--- src/common/psc_pkg.sv ---
// Package of constants and types for the power-up strap configuration loader
package psc_pkg;
    localparam int STRAP_W = 31;
    localparam int POS_HDR_LO = 20;
    localparam int POS_CLASS = 19;
    localparam int POS_PCI_ARB = 18;
    localparam int POS_CPU_ARB = 17;
    localparam int POS_BASE_LO = 15;
    localparam int POS_RATIO_LO = 12;
    localparam int POS_P0_DW_LO = 10;
    localparam int POS_P0_RV = 9;
    localparam int POS_P1_DW_LO = 7;
    localparam int POS_P1_RV = 6;
    localparam int POS_P2_DW_LO = 4;
    localparam int POS_P2_RV = 3;
    localparam int POS_P3_DW_LO = 1;
    localparam int POS_P3_RV = 0;
    localparam logic [30:0] STRAP_RESET = 31'h00000000;
    localparam logic [31:0] CSR_BASE_00 = 32'hfeff0000;
    localparam logic [31:0] CSR_BASE_01 = 32'hfefe0000;
    localparam logic [31:0] CSR_BASE_10 = 32'hfefd0000;
    localparam logic [31:0] CSR_BASE_11 = 32'hfefc0000;
    localparam logic [23:0] CLASS_BRIDGE = 24'h068000;
    localparam logic [23:0] CLASS_I2O = 24'h0e0000;

    typedef enum logic [2:0] {
        PSC_R_RSVD0 = 3'h0,
        PSC_R_3_2 = 3'h1,
        PSC_R_2_1 = 3'h2,
        PSC_R_5_2 = 3'h3,
        PSC_R_1_1 = 3'h4,
        PSC_R_RSVD5 = 3'h5,
        PSC_R_3_1 = 3'h6,
        PSC_R_RSVD7 = 3'h7
    } psc_ratio_t;

    typedef struct packed {
        logic [3:0] powerup_header_bit;
        logic [23:0] pci_class_code_field;
        logic pci_arb_en;
        logic cpu_arb_en;
        logic [31:0] bridge_csr_group;
        psc_ratio_t ratio;
        logic ratio_reserved;
        logic [1:0] port0_data_width;
        logic [1:0] port1_data_width;
        logic [1:0] port2_data_width;
        logic [1:0] port3_data_width;
        logic [3:0] port_rv_en;
        logic [3:0] reset_vector_sel;
    } psc_cfg_t;
endpackage : psc_pkg

--- src/logic/psc_strap_loader.sv ---
// Power-up strap capture and decode into configuration settings
`timescale 1ns/10ps
module psc_strap_loader (
    input wire logic clock,
    input wire logic rst_n,
    input wire logic [30:0] config_strap_bus,
    input wire logic processor_bus_request,
    input wire logic internal_request,
    output psc_pkg::psc_cfg_t cfg,
    output logic cfg_valid,
    output logic processor_bus_grant,
    output logic internal_grant
);
    typedef enum logic [1:0] {
        PSC_S_SAMPLE = 2'b01,
        PSC_S_HOLD = 2'b10
    } psc_load_state_t;

    psc_load_state_t state_q;
    psc_load_state_t state_d;
    logic [30:0] strap_q;
    logic [30:0] strap_d;
    psc_pkg::psc_cfg_t cfg_q;
    psc_pkg::psc_cfg_t cfg_d;

    function automatic logic [31:0] base_decode(input logic [1:0] code);
        if (code == 2'b00) begin
            base_decode = psc_pkg::CSR_BASE_00;
        end else if (code == 2'b01) begin
            base_decode = psc_pkg::CSR_BASE_01;
        end else if (code == 2'b10) begin
            base_decode = psc_pkg::CSR_BASE_10;
        end else begin
            base_decode = psc_pkg::CSR_BASE_11;
        end
    endfunction : base_decode

    // Straps are caught on the first edge after reset release, never during the async reset
    always_comb begin
        state_d = state_q;
        strap_d = strap_q;
        case (state_q)
            PSC_S_SAMPLE: begin
                strap_d = config_strap_bus;
                state_d = PSC_S_HOLD;
            end
            PSC_S_HOLD: begin
                strap_d = strap_q;
            end
            default: begin
                state_d = PSC_S_SAMPLE;
            end
        endcase
    end

    always_comb begin
        logic [30:0] s;
        logic p0;
        s = strap_q;
        p0 = s[psc_pkg::POS_P0_RV];
        cfg_d = '0;
        cfg_d.powerup_header_bit = s[psc_pkg::POS_HDR_LO +: 4];
        cfg_d.pci_class_code_field = s[psc_pkg::POS_CLASS] ?
            psc_pkg::CLASS_I2O : psc_pkg::CLASS_BRIDGE;
        cfg_d.pci_arb_en = s[psc_pkg::POS_PCI_ARB];
        cfg_d.cpu_arb_en = s[psc_pkg::POS_CPU_ARB];
        cfg_d.bridge_csr_group = base_decode(s[psc_pkg::POS_BASE_LO +: 2]);
        cfg_d.ratio = psc_pkg::psc_ratio_t'(s[psc_pkg::POS_RATIO_LO +: 3]);
        case (cfg_d.ratio)
            psc_pkg::PSC_R_RSVD0, psc_pkg::PSC_R_RSVD5, psc_pkg::PSC_R_RSVD7: begin
                cfg_d.ratio_reserved = 1'b1;
            end
            default: begin
                cfg_d.ratio_reserved = 1'b0;
            end
        endcase
        cfg_d.port0_data_width = s[psc_pkg::POS_P0_DW_LO +: 2];
        cfg_d.port1_data_width = s[psc_pkg::POS_P1_DW_LO +: 2];
        cfg_d.port2_data_width = s[psc_pkg::POS_P2_DW_LO +: 2];
        cfg_d.port3_data_width = s[psc_pkg::POS_P3_DW_LO +: 2];
        cfg_d.port_rv_en = {s[psc_pkg::POS_P3_RV], s[psc_pkg::POS_P2_RV],
            s[psc_pkg::POS_P1_RV], p0};
        // Fixed priority: lowest enabled port sources the reset vector
        if (p0) begin
            cfg_d.reset_vector_sel = 4'h1;
        end else if (s[psc_pkg::POS_P1_RV]) begin
            cfg_d.reset_vector_sel = 4'h2;
        end else if (s[psc_pkg::POS_P2_RV]) begin
            cfg_d.reset_vector_sel = 4'h4;
        end else if (s[psc_pkg::POS_P3_RV]) begin
            cfg_d.reset_vector_sel = 4'h8;
        end else begin
            cfg_d.reset_vector_sel = 4'h0;
        end
    end

    always_ff @(posedge clock or negedge rst_n) begin
        if (!rst_n) begin
            state_q <= PSC_S_SAMPLE;
            strap_q <= psc_pkg::STRAP_RESET;
            cfg_q <= '0;
        end else begin
            state_q <= state_d;
            strap_q <= strap_d;
            cfg_q <= cfg_d;
        end
    end

    // Settings are valid one cycle after capture, once the decode has registered
    logic valid_q;
    logic valid_d;
    always_comb begin
        valid_d = (state_q == PSC_S_HOLD);
    end
    always_ff @(posedge clock or negedge rst_n) begin
        if (!rst_n) begin
            valid_q <= 1'b0;
        end else begin
            valid_q <= valid_d;
        end
    end

    assign cfg = cfg_q;
    assign cfg_valid = valid_q;

    psc_arbiter u_arbiter (
        .clock(clock),
        .rst_n(rst_n),
        .enable(cfg_q.cpu_arb_en && valid_q),
        .processor_bus_request(processor_bus_request),
        .internal_request(internal_request),
        .processor_bus_grant(processor_bus_grant),
        .internal_grant(internal_grant)
    );
endmodule : psc_strap_loader

--- src/logic/psc_arbiter.sv ---
// Processor-bus arbiter between the processor and the internal bus master
`timescale 1ns/10ps
module psc_arbiter (
    input wire logic clock,
    input wire logic rst_n,
    input wire logic enable,
    input wire logic processor_bus_request,
    input wire logic internal_request,
    output logic processor_bus_grant,
    output logic internal_grant
);
    typedef enum logic [2:0] {
        PSC_A_IDLE = 3'b001,
        PSC_A_CPU = 3'b010,
        PSC_A_INT = 3'b100
    } psc_arb_state_t;

    psc_arb_state_t state_q;
    psc_arb_state_t state_d;
    logic last_cpu_q;
    logic last_cpu_d;

    // Round robin picks between simultaneous requests in idle; a granted master keeps the bus until its request or enable drops
    always_comb begin
        state_d = state_q;
        last_cpu_d = last_cpu_q;
        case (state_q)
            PSC_A_IDLE: begin
                if (enable) begin
                    if (processor_bus_request && (!internal_request || !last_cpu_q)) begin
                        state_d = PSC_A_CPU;
                        last_cpu_d = 1'b1;
                    end else if (internal_request) begin
                        state_d = PSC_A_INT;
                        last_cpu_d = 1'b0;
                    end
                end
            end
            PSC_A_CPU: begin
                if (!processor_bus_request || !enable) begin
                    state_d = PSC_A_IDLE;
                end
            end
            PSC_A_INT: begin
                if (!internal_request || !enable) begin
                    state_d = PSC_A_IDLE;
                end
            end
            default: begin
                state_d = PSC_A_IDLE;
            end
        endcase
    end

    always_ff @(posedge clock or negedge rst_n) begin
        if (!rst_n) begin
            state_q <= PSC_A_IDLE;
            last_cpu_q <= 1'b0;
        end else begin
            state_q <= state_d;
            last_cpu_q <= last_cpu_d;
        end
    end

    assign processor_bus_grant = (state_q == PSC_A_CPU);
    assign internal_grant = (state_q == PSC_A_INT);
endmodule : psc_arbiter

--- config.mk ---
export PLATFORM = sky130hd
export DESIGN_NAME = psc_strap_loader
export DESIGN_NICKNAME = d
export VERILOG_FILES = /design/src/common/psc_pkg.sv /design/src/logic/psc_strap_loader.sv /design/src/logic/psc_arbiter.sv
export SDC_FILE = /design/constraint.sdc
export NUM_CORES = 1
export LEC_CHECK = 0
export ABC_AREA = 1
export BUFFER_PORTS_ARGS = -buffer_cell sky130_fd_sc_hd__buf_4
export CORE_AREA = 2 2 99 91
export DETAILED_ROUTE_END_ITERATION = 8
export DIE_AREA = 0 0 101 93
export PLACE_DENSITY = 0.62
export SLEW_MARGIN = 20
export SYNTH_ARGS = -nofsm -noshare
export SYNTH_HDL_FRONTEND = slang
export SYNTH_SLANG_ARGS = --single-unit
--- constraint.sdc ---
create_clock -name clock -period 1.68 [get_ports clock]
set_input_delay 0.252 -clock clock [delete_from_list [all_inputs] [get_ports clock]]
set_output_delay 0.252 -clock clock [all_outputs]
set_load 0.05 [all_outputs]
==> summary.txt, run 1 <==
R2R Path Start -> state_q[0]
Pwr Density -> 1110 nW/um^2
post-route design area -> 3040 sq um
post-synthesis mux area share -> 0%
clk slew on worst S/H paths -> 0.06 ns
CTS max path bufs -> 2
area growth from synthesis to layout -> 23.9%
sequential area share after synthesis -> 62.3%
Avg Cell Area, Syn -> 10.4 sq um
status -> complete, but fails checks
area share of and/or/nand/nor cells after synthesis -> 15.9%
post-CTS setup buffer count -> 0
largest family of logic cells by synthesized area -> buffers and inverters
Slew Limit Fails -> 0
final wirelength -> 4340 um
synth unique cells -> 22
CP Class -> register to primary output
row count -> 32
Port Buf Inserts -> 75
WL met2 -> 2200 um
post-route insts no fill -> 409
adder-cell share of the synthesized area -> 0%
worst hold slack -> -0.00517 ns
final setup vio count -> 0
Main synth FF type -> dfrtp_1
top cell type's share of synthesized area -> 60.2%
Crit. End Element -> primary output
critical path fanouts, max -> 4
Worst R2R Path Depth -> 5
worst hold path class -> primary input to asynchronous set/reset pin
failing checks -> negative hold slack
DRT met1 WL -> 1760 um
synth cell count leaders -> 78 x nand2_1, 59 x dfrtp_1, 53 x buf_4, 10 x inv_1, 6 x nor2_1
CTS tree -> yes
first-pass GRT wire length -> 7000 um
WL met3 -> 286 um
total number of vias -> 1548
initial antenna violation count -> 0
Yosys reg bits -> 61
layout cells sized above 1 -> 32.6%
fmax -> 683 MHz
final hold vios -> 2
top cells by area, synth -> dfrtp_1 60%, buf_4 16%, nand2_1 12%, dfstp_2 2.1%, inv_1 1.5%
top sig layer -> met4
Post-synth EDFFs -> 0
gr usage total -> 10.1%
wire length per cell -> 10.6 um
Core Area -> 8410 sq um
Slew HR -> 50.4%
DR vias/cell -> 3.78
crit start category -> register
cell taking the most area after synthesis -> dfrtp_1
hold buffer count at CTS -> 0
maxcap violations -> 0
Final #Nets -> 337
# diodes -> 0
Die ar. -> 9390 sq um
CP required -> 1.43 ns
pin count of the biggest net entering global routing -> 62
clock root cell -> clkbuf_8
WP data arrival -> 1.21 ns
DP Area -> 2870 sq um
Least-Margin Pin Slew -> 0.744 ns
final clock skew -> 0.00935 ns
Tcrit/Tclk final -> 87.2%
GPL Wtd Cong -> 0.671
Leak Pwr -> 1.64 nW
post-route ant nets -> 0
Compound-Gate Fraction of Synth Area -> 1.53%
R2R Setup Slk -> 0.53 ns
Tot Pwr -> 3.38 mW
Residual DRC -> 0
Starting Density -> 29.2%
fin util -> 36.1%
Synth Area in XOR/XNOR -> 0%
die width -> 101 um
setup_tns -> 0 ns
clk_lat worst skew -> 0.32 ns
Congestion Overflow GR -> 0
top-count cell post-synth -> nand2_1
maximum vdd ir drop -> 0.337 mV
CTS H-Tree Depth -> 3
Period minus WS final -> 1.47 ns
placed insts -> 393
Clock Sinks -> 61
Inserted Clock Buffers -> 9
Boundary Pins -> 120
Synthesis Warnings -> 0
dpl ws -> 0.540 ns
Vert. Die Dim -> 93 um
Worst R2R End -> strap_q[6]
Cell Area, Synth -> 2450 sq um
Final WS setup -> 0.215 ns
RSZ-0062 raised after global routing -> false
Pre-antenna DRT Iters -> 4
Iter 0 DRT Violations -> 31
DP HPWL -> 3030 um
fraction of registers with async set/reset -> 100%
number of global-route vias before repair -> 1420
post_cts resized -> 0
post-synthesis cell count -> 235
[state kept, by name (all words and copies together), names as in the netlist]
| name | cells |
|---|---|
| u_arbiter.last_cpu_q | 1 |
| cfg | 30 |
| u_arbiter.state_q | 3 |
| state_q | 2 |
| cfg_valid | 1 |
| strap_q | 24 |
[power breakdown]
part / internal, mW / switching, mW / leakage (nW) / total, mW
clock: 0.613 / 0.507 / 0.0905 / 1.12
combinational: 0.151 / 0.501 / 0.832 / 0.652
sequential: 1.56 / 0.0484 / 0.713 / 1.61
[worst max-delay path, cell delays in order (launching register included)]
cell and delay [ns]:
dfstp_2 0.51, inv_1 0.07, nand2_1 0.08, nor2_2 0.05, buf_4 0.19
[area by class of cell]
type,instances,area [sq um]
Fill cell,855,5370
Clock buffer,14,163
Clock inverter,2,10.0
Tap cell,102,128
Sequential cell,61,1530
Inverter,13,48.8
Multi-Input combinational cell,140,569
Timing Repair Buffer,77,591
[cells in the final DEF, fill, tap and decap left out]
master	instances
dfstp_2	2
inv_1	10
nor4_1	1
conb_1	38
nor3_2	1
nor2_4	1
clkbuf_8	11
nand2_2	1
buf_12	1
o21ai_1	5
nor2_2	2
nor2_1	6
clkinv_2	2
nor3_1	1
nand3_1	3
o21ai_0	1
nand2_1	78
buf_4	76
inv_2	3
dfrtp_1	59
clkbuf_1	3
a21o_1	1
nand3b_1	1
[worst max path at each step]
stage | start | cells past startpoint | to
after floorplan | cfg[50] | 1 | cfg[39]
after global placement | state_q[0] | 5 | strap_q[6]
after detailed placement | state_q[0] | 5 | strap_q[6]
after CTS | u_arbiter.state_q[0] | 4 | internal_grant
after global routing | u_arbiter.state_q[0] | 4 | processor_bus_grant
final | u_arbiter.state_q[0] | 4 | internal_grant
[cell families after synthesis]
| kind of cell | Yosys count |
|---|---|
| DFF | 61 |
| AOI/OAI and AO/OA | 7 |
| buffers and inverters | 70 |
| and+or+nand+nor | 95 |
| other | 2 |
[metal layers]
metal  up-vias  GRT usage, %
met4         0          6.08
met3         6          4.04
met2        62          15.4
met5         -             0
li1        757             -
met1       723          11.8
Note: power is estimated with default switching activity, not from simulation.
==> run 2, diff against run 1 <==
--- a/config.mk
+++ b/config.mk
@@ -7,11 +7,12 @@
 export LEC_CHECK = 0
 export ABC_AREA = 1
 export BUFFER_PORTS_ARGS = -buffer_cell sky130_fd_sc_hd__buf_4
-export CORE_AREA = 2 2 99 91
+export CORE_AREA = 2 2 101 93
 export DETAILED_ROUTE_END_ITERATION = 8
-export DIE_AREA = 0 0 101 93
+export DIE_AREA = 0 0 103 95
 export PLACE_DENSITY = 0.62
 export SLEW_MARGIN = 20
 export SYNTH_ARGS = -nofsm -noshare
 export SYNTH_HDL_FRONTEND = slang
+export SYNTH_HIERARCHICAL = 1
 export SYNTH_SLANG_ARGS = --single-unit
==> run 2 against run 1 <==
Effect of this change:
- wire length rose by 7.4%
- critical endpoint is now cfg[51]
- synthesized cell count rose by 4.7%
- the run now ends clean
- count of clock-buffer cells in the layout fell by 2
- first-iteration DRC count rose by 110%
- highest routed layer unchanged
- sequential share of layout area fell by 2.5 points
- combinational power rose by 13%
- cell count rose by 7.3%
- register-to-register slack got worse by 0.16 ns
- global-route usage fell by 0.15 points
- total power rose by 13%
- clock power rose by 29%
==> summary.txt, run 2 <==
CTS H-Tree Depth -> 3 (unchanged)
Synthesis Warnings -> 6 (+6)
setup_tns -> 0 ns (unchanged)
clk slew on worst S/H paths -> 0.07 ns (about the same)
Starting Density -> 28.8% (-0.36 points)
Hold Startpoint -> config_strap_bus[2]
first-pass GRT wire length -> 7070 um (+0.89%)
most frequent cells in the layout -> 76 x buf_4, 60 x nand2_1, 59 x dfrtp_1, 38 x conb_1, 26 x nand3_1
Die ar. -> 9790 sq um (+4.2%)
top cells by area, synth -> dfrtp_1 58%, buf_4 16%, nand2_1 8.8%, nand3_1 5.1%, buf_6 2.2%
pin count of the biggest net entering global routing -> 32 (-48%)
WP data arrival -> 1.19 ns (-0.02 ns)
Clk pwr share -> 38.0% (+4.9 points)
Slew Limit Fails -> 0 (unchanged)
switch share -> 30.3% (-0.94 points)
crit start category -> register
final hold vios -> 0 (-2)
row count -> 33 (+3.1%)
fin util -> 36.2% (+0.049 points)
Core Area -> 8840 sq um (+5.1%)
top cell type's share of synthesized area -> 58.0% (-2.2 points)
Pwr Density -> 1200 nW/um^2 (+7.7%)
fmax -> 694 MHz (+1.6%)
Inserted Clock Buffers -> 9 (unchanged)
DR vias/cell -> 3.78 (about the same)
Residual DRC -> 0 (unchanged)
layout cells sized above 1 -> 32.2% (-0.40 points)
Avg Cell Area, Syn -> 10.3 sq um (-0.86%)
CP Class -> register to primary output
initial antenna violation count -> 0 (unchanged)
Iter 0 DRT Violations -> 65 (+110%)
switching pwr -> 1.16 mW (+10%)
fraction of registers with async set/reset -> 100% (unchanged)
Tcrit/Tclk final -> 85.8% (-1.4 points)
Flop pwr share -> 42.8% (-4.8 points)
DP HPWL -> 3220 um (+6.5%)
critical path fanouts, max -> 15 (+11)
Post-synth EDFFs -> 0 (unchanged)
synth cell count leaders -> 60 x nand2_1, 59 x dfrtp_1, 54 x buf_4, 26 x nand3_1, 13 x inv_1
wire length per cell -> 10.6 um (about the same)
WP depth -> 1 (-3)
maxcap violations -> 0 (unchanged)
Worst setup startpoint -> cfg[72]
Combinational Power Share -> 19.2% (about the same)
area growth from synthesis to layout -> 25.6%
CP endpoint -> cfg[51]
Yosys reg bits -> 61 (unchanged)
post_cts resized -> 0 (unchanged)
most common cell after layout, fill and taps aside -> buf_4
CP required -> 1.43 ns (about the same)
clock root cell -> clkbuf_8
max reg flops -> 30 (unchanged)
Period minus WS final -> 1.44 ns (-0.0236 ns)
maximum vdd ir drop -> 0.513 mV (+52%)
final setup vio count -> 0 (unchanged)
final clock skew -> 0.00634 ns (-0.00301 ns)
post-synthesis cell count -> 246 (+4.7%)
worst hold path class -> primary input to register
number of global-route vias before repair -> 1500 (+5.6%)
Leak Pwr -> 1.71 nW (+4.7%)
synth unique cells -> 20 (-9.1%)
post-route ant nets -> 0 (unchanged)
slowest CP cell -> dfrtp_1
clk_lat worst skew -> 0.33 ns (about the same)
crit-path max cell delay -> 0.58 ns (+0.07 ns)
CP top delay family -> flip-flops
cell taking the most area after synthesis -> dfrtp_1
Port Buf Inserts -> 75 (unchanged)
total number of vias -> 1661 (+7.3%)
WP buf/inv -> 1 (-1)
Pre-antenna DRT Iters -> 4 (unchanged)
Clock Sinks -> 61 (unchanged)
Boundary Pins -> 120 (unchanged)
R2R Setup Slk -> 0.37 ns (-0.16 ns)
die width -> 103 um (+2.0%)
Congestion Overflow GR -> 0 (unchanged)
Power Internal -> 2.67 mW (+15%)
CTS tree -> yes
GPL Wtd Cong -> 0.784 (+17%)
Final #Nets -> 347 (+3.0%)
CTS max path bufs -> 2 (unchanged)
top-count cell post-synth -> nand2_1
Worst R2R Path Depth -> 3 (-2)
sequential area share after synthesis -> 60.1% (-2.3 points)
Cell Area, Synth -> 2540 sq um (+3.8%)
status -> finished clean
Main synth FF type -> dfrtp_1
gr usage total -> 9.92% (-0.15 points)
Crit. End Element -> primary output
Worst R2R End -> strap_q[7]
R2R Path Start -> state_q[0]
# diodes -> 0 (unchanged)
final wirelength -> 4660 um (+7.4%)
Vert. Die Dim -> 95 um (+2.2%)
crit path cell chain -> buf_4
RSZ-0062 raised after global routing -> false
[run 2: layer usage]
metal / GRT usage (%) / vias up / share of wire, %
met5: 0 / - / 0
met4: 7.13 / 0 / 2.4
met3: 3.55 / 7 / 8.9
met2: 15.6 / 73 / 48
met1: 11.0 / 779 / 40
li1: - / 802 / -
[run 2: area by class of cell]
cell class	count	area (sq um)
timing repair buffer	78	601
clock inverter	4	70.1
inverter	14	55.1
tap	122	153
sequential	61	1530
multi-input combinational	148	634
clock buffer	12	155
fill	916	5640
[run 2: worst min-delay path by stage]
| stage | endpoint | slack, ns | cells past startpoint |
|---|---|---|---|
| 4_1_cts | strap_q[3] | 0.13 | 3 |
| 2_1_floorplan | cfg[0] | -0.04 | 0 |
| 3_3_place_gp | strap_q[18] | 0.20 | 1 |
| 3_5_place_dp | cfg[53] | 0.21 | 1 |
| 5_1_grt | strap_q[3] | 0.14 | 3 |
| 6_report | strap_q[2] | 0.15 | 3 |
[run 2: power groups by stage]
stage               logic [mW]  registers (mW)  clock network, mW
finish                   0.736            1.64               1.45
global route             0.788            1.66               1.57
CTS                      0.743            1.64               1.51
global placement         0.733            1.66                  0
floorplan                0.494            1.79                  0
detailed placement       0.740            1.67                  0
[run 2: kinds of logic (layout without fill, tap and decap cells)]
group,Yosys count,in the layout,synth area share [%]
flip-flops,61,61,60.1
AO/OA/AOI/OAI,3,3,0.688
AND/OR/NAND/NOR,107,107,18.6
other,2,38,0.295
buffers and inverters,73,108,20.3
[run 2: timing repair]
action | 4_1_cts | 5_1_grt
setup buffers | 0 | 0
hold buffers | 1 | 0
hold endpoints to repair | 30 | 0
[run 2: through the flow]
| stage | power, mW | instances | hold WS, ns | worst slack [ns] | area [sq um] |
|---|---|---|---|---|---|
| floorplan | 2.28 | 282 | -0.0436 | -0.0559 | 2680 |
| detailed placement | 2.41 | 422 | 0.212 | 0.382 | 2960 |
| finish | 3.83 | 439 | 0.147 | 0.239 | 3200 |
| global placement | 2.40 | 422 | 0.205 | 0.400 | 2960 |
| CTS | 3.89 | 439 | 0.132 | 0.200 | 3200 |
| global route | 4.02 | 439 | 0.142 | 0.120 | 3200 |
==> run 3, diff against run 2 <==
--- a/config.mk
+++ b/config.mk
@@ -7,9 +7,9 @@
 export LEC_CHECK = 0
 export ABC_AREA = 1
 export BUFFER_PORTS_ARGS = -buffer_cell sky130_fd_sc_hd__buf_4
-export CORE_AREA = 2 2 101 93
+export CORE_AREA = 4 4 103 95
 export DETAILED_ROUTE_END_ITERATION = 8
-export DIE_AREA = 0 0 103 95
+export DIE_AREA = 0 0 107 99
 export PLACE_DENSITY = 0.62
 export SLEW_MARGIN = 20
 export SYNTH_ARGS = -nofsm -noshare
==> run 3 against run 2 <==
Effect of this change:
- utilization up 1.1 points
- critical path depth unchanged
- combinational power up 1%
- highest routed layer unchanged
- critical endpoint is now cfg[40]
- largest cell class unchanged
- cell count down 0.68%
- clock skew up 0.0024 ns
- die area up 8.3%
==> summary.txt, run 3 (synthesis results as in run 2) <==
status -> finished clean
GPL Wtd Cong -> 0.695 (-11%)
crit path cell chain -> buf_4
clk_lat worst skew -> 0.33 ns (about the same)
Slew Limit Fails -> 0 (unchanged)
R2R Setup Slk -> 0.38 ns (about the same)
post-route ant nets -> 0 (unchanged)
Final WS setup -> 0.232 ns (-0.00606 ns)
hold buffer count at CTS -> 1 (unchanged)
Leak Pwr -> 1.71 nW (-0.24%)
final setup vio count -> 0 (unchanged)
# diodes -> 0 (unchanged)
most frequent cells in the layout -> 76 x buf_4, 60 x nand2_1, 59 x dfrtp_1, 38 x conb_1, 26 x nand3_1
Clock Sinks -> 61 (unchanged)
Vert. Die Dim -> 99 um (+4.2%)
fillcell total -> 880 (-3.9%)
first-pass GRT wire length -> 7640 um (+8.1%)
most common cell after layout, fill and taps aside -> buf_4
WP data arrival -> 1.20 ns (about the same)
critical path fanouts, max -> 15 (unchanged)
Worst R2R Path Depth -> 3 (unchanged)
Boundary Pins -> 120 (unchanged)
total number of vias -> 1671 (+0.60%)
final wirelength -> 4890 um (+4.9%)
Inserted Clock Buffers -> 9 (unchanged)
CTS max path bufs -> 2 (unchanged)
Crit. End Element -> primary output
Period minus WS final -> 1.45 ns (+0.00606 ns)
die width -> 107 um (+3.9%)
maximum vdd ir drop -> 0.398 mV (-22%)
Iter 0 DRT Violations -> 57 (-12%)
slowest CP cell -> dfrtp_1
CP Class -> register to primary output
worst hold path class -> primary input to register
initial antenna violation count -> 0 (unchanged)
CP top delay family -> flip-flops
row count -> 32 (-3.0%)
Die ar. -> 10600 sq um (+8.3%)
Core Area -> 8570 sq um (-3.0%)
RSZ-0062 raised after global routing -> false
dpl ws -> 0.394 ns (+0.0115 ns)
Hold Crit Depth -> 3 (unchanged)
post_cts resized -> 0 (unchanged)
CTS H-Tree Depth -> 3 (unchanged)
WP depth -> 1 (unchanged)
CP required -> 1.43 ns (about the same)
area growth from synthesis to layout -> 25.4%
Residual DRC -> 0 (unchanged)
Final #Nets -> 347 (unchanged)
clock root cell -> clkbuf_8
DR vias/cell -> 3.83 (+1.3%)
crit start category -> register
Starting Density -> 29.7% (+0.90 points)
gr usage total -> 9.44% (-0.48 points)
Port Buf Inserts -> 75 (unchanged)
crit-path max cell delay -> 0.58 ns (about the same)
maxcap violations -> 0 (unchanged)
WP buf/inv -> 1 (unchanged)
pin count of the biggest net entering global routing -> 37 (+16%)
number of global-route vias before repair -> 1561 (+4.1%)
Tcrit/Tclk final -> 86.2% (+0.36 points)
post-CTS setup buffer count -> 0 (unchanged)
layout cells sized above 1 -> 32.5% (+0.32 points)
fmax -> 691 MHz (-0.42%)
final clock skew -> 0.00872 ns (+0.00239 ns)
Tot Pwr -> 3.82 mW (-0.33%)
Congestion Overflow GR -> 0 (unchanged)
DP HPWL -> 3480 um (+8.0%)
clk slew on worst S/H paths -> 0.07 ns (about the same)
final hold vios -> 0 (unchanged)
Pwr Density -> 1200 nW/um^2 (-0.18%)
Pre-antenna DRT Iters -> 4 (unchanged)
CTS tree -> yes
wire length per cell -> 11.2 um (+5.6%)
max reg flops -> 30 (unchanged)
-- run 3: area by class of cell --
class | count | area (sq um) | share of cell area [%]
Sequential cell | 61 | 1530 | 47.9
Multi-Input combinational cell | 148 | 634 | 19.9
Timing Repair Buffer | 78 | 601 | 18.8
Tap cell | 119 | 149 | 4.66
Clock buffer | 10 | 138 | 4.31
Clock inverter | 6 | 86.3 | 2.70
Inverter | 14 | 55.1 | 1.72
-- run 3: worst paths after layout --
| path | start | to |
|---|---|---|
| worst max-delay path | cfg[72] | cfg[40] |
| worst min-delay path | config_strap_bus[21] | strap_q[21] |
| worst max register to register | state_q[0] | strap_q[9] |
| worst min register to register | strap_q[8] | cfg[13] |
| max in group asynchronous | rst_n | strap_q[4] |
| min in group asynchronous | rst_n | u_arbiter/state_q[2] |
-- run 3: routing by layer --
metal / GRT usage, % / up-vias / wire (um)
li1: - / 806 / -
met1: 11.8 / 776 / 2090
met2: 14.0 / 80 / 2260
met3: 3.34 / 9 / 429
met4: 5.60 / 0 / 109
met5: 0 / - / 0
-- run 3: stage by stage --
step           TNS [ns]  hold slack [ns]  area [sq um]  std cells  utilization [%]
2_1_floorplan    -0.102          -0.0436          2680        282                -
3_3_place_gp          0            0.183          2960        419             34.5
3_5_place_dp          0            0.190          2960        419             34.5
4_1_cts               0            0.132          3190        436             37.3
5_1_grt               0            0.140          3190        436             37.3
6_report              0            0.151          3190        436             37.3
-- run 3: power breakdown --
group	internal, mW	switching [mW]	total [mW]	leakage (nW)
logic	0.182	0.561	0.744	0.883
clock network	0.872	0.564	1.44	0.112
registers	1.58	0.0643	1.64	0.713
total	2.63	1.19	3.82	1.71
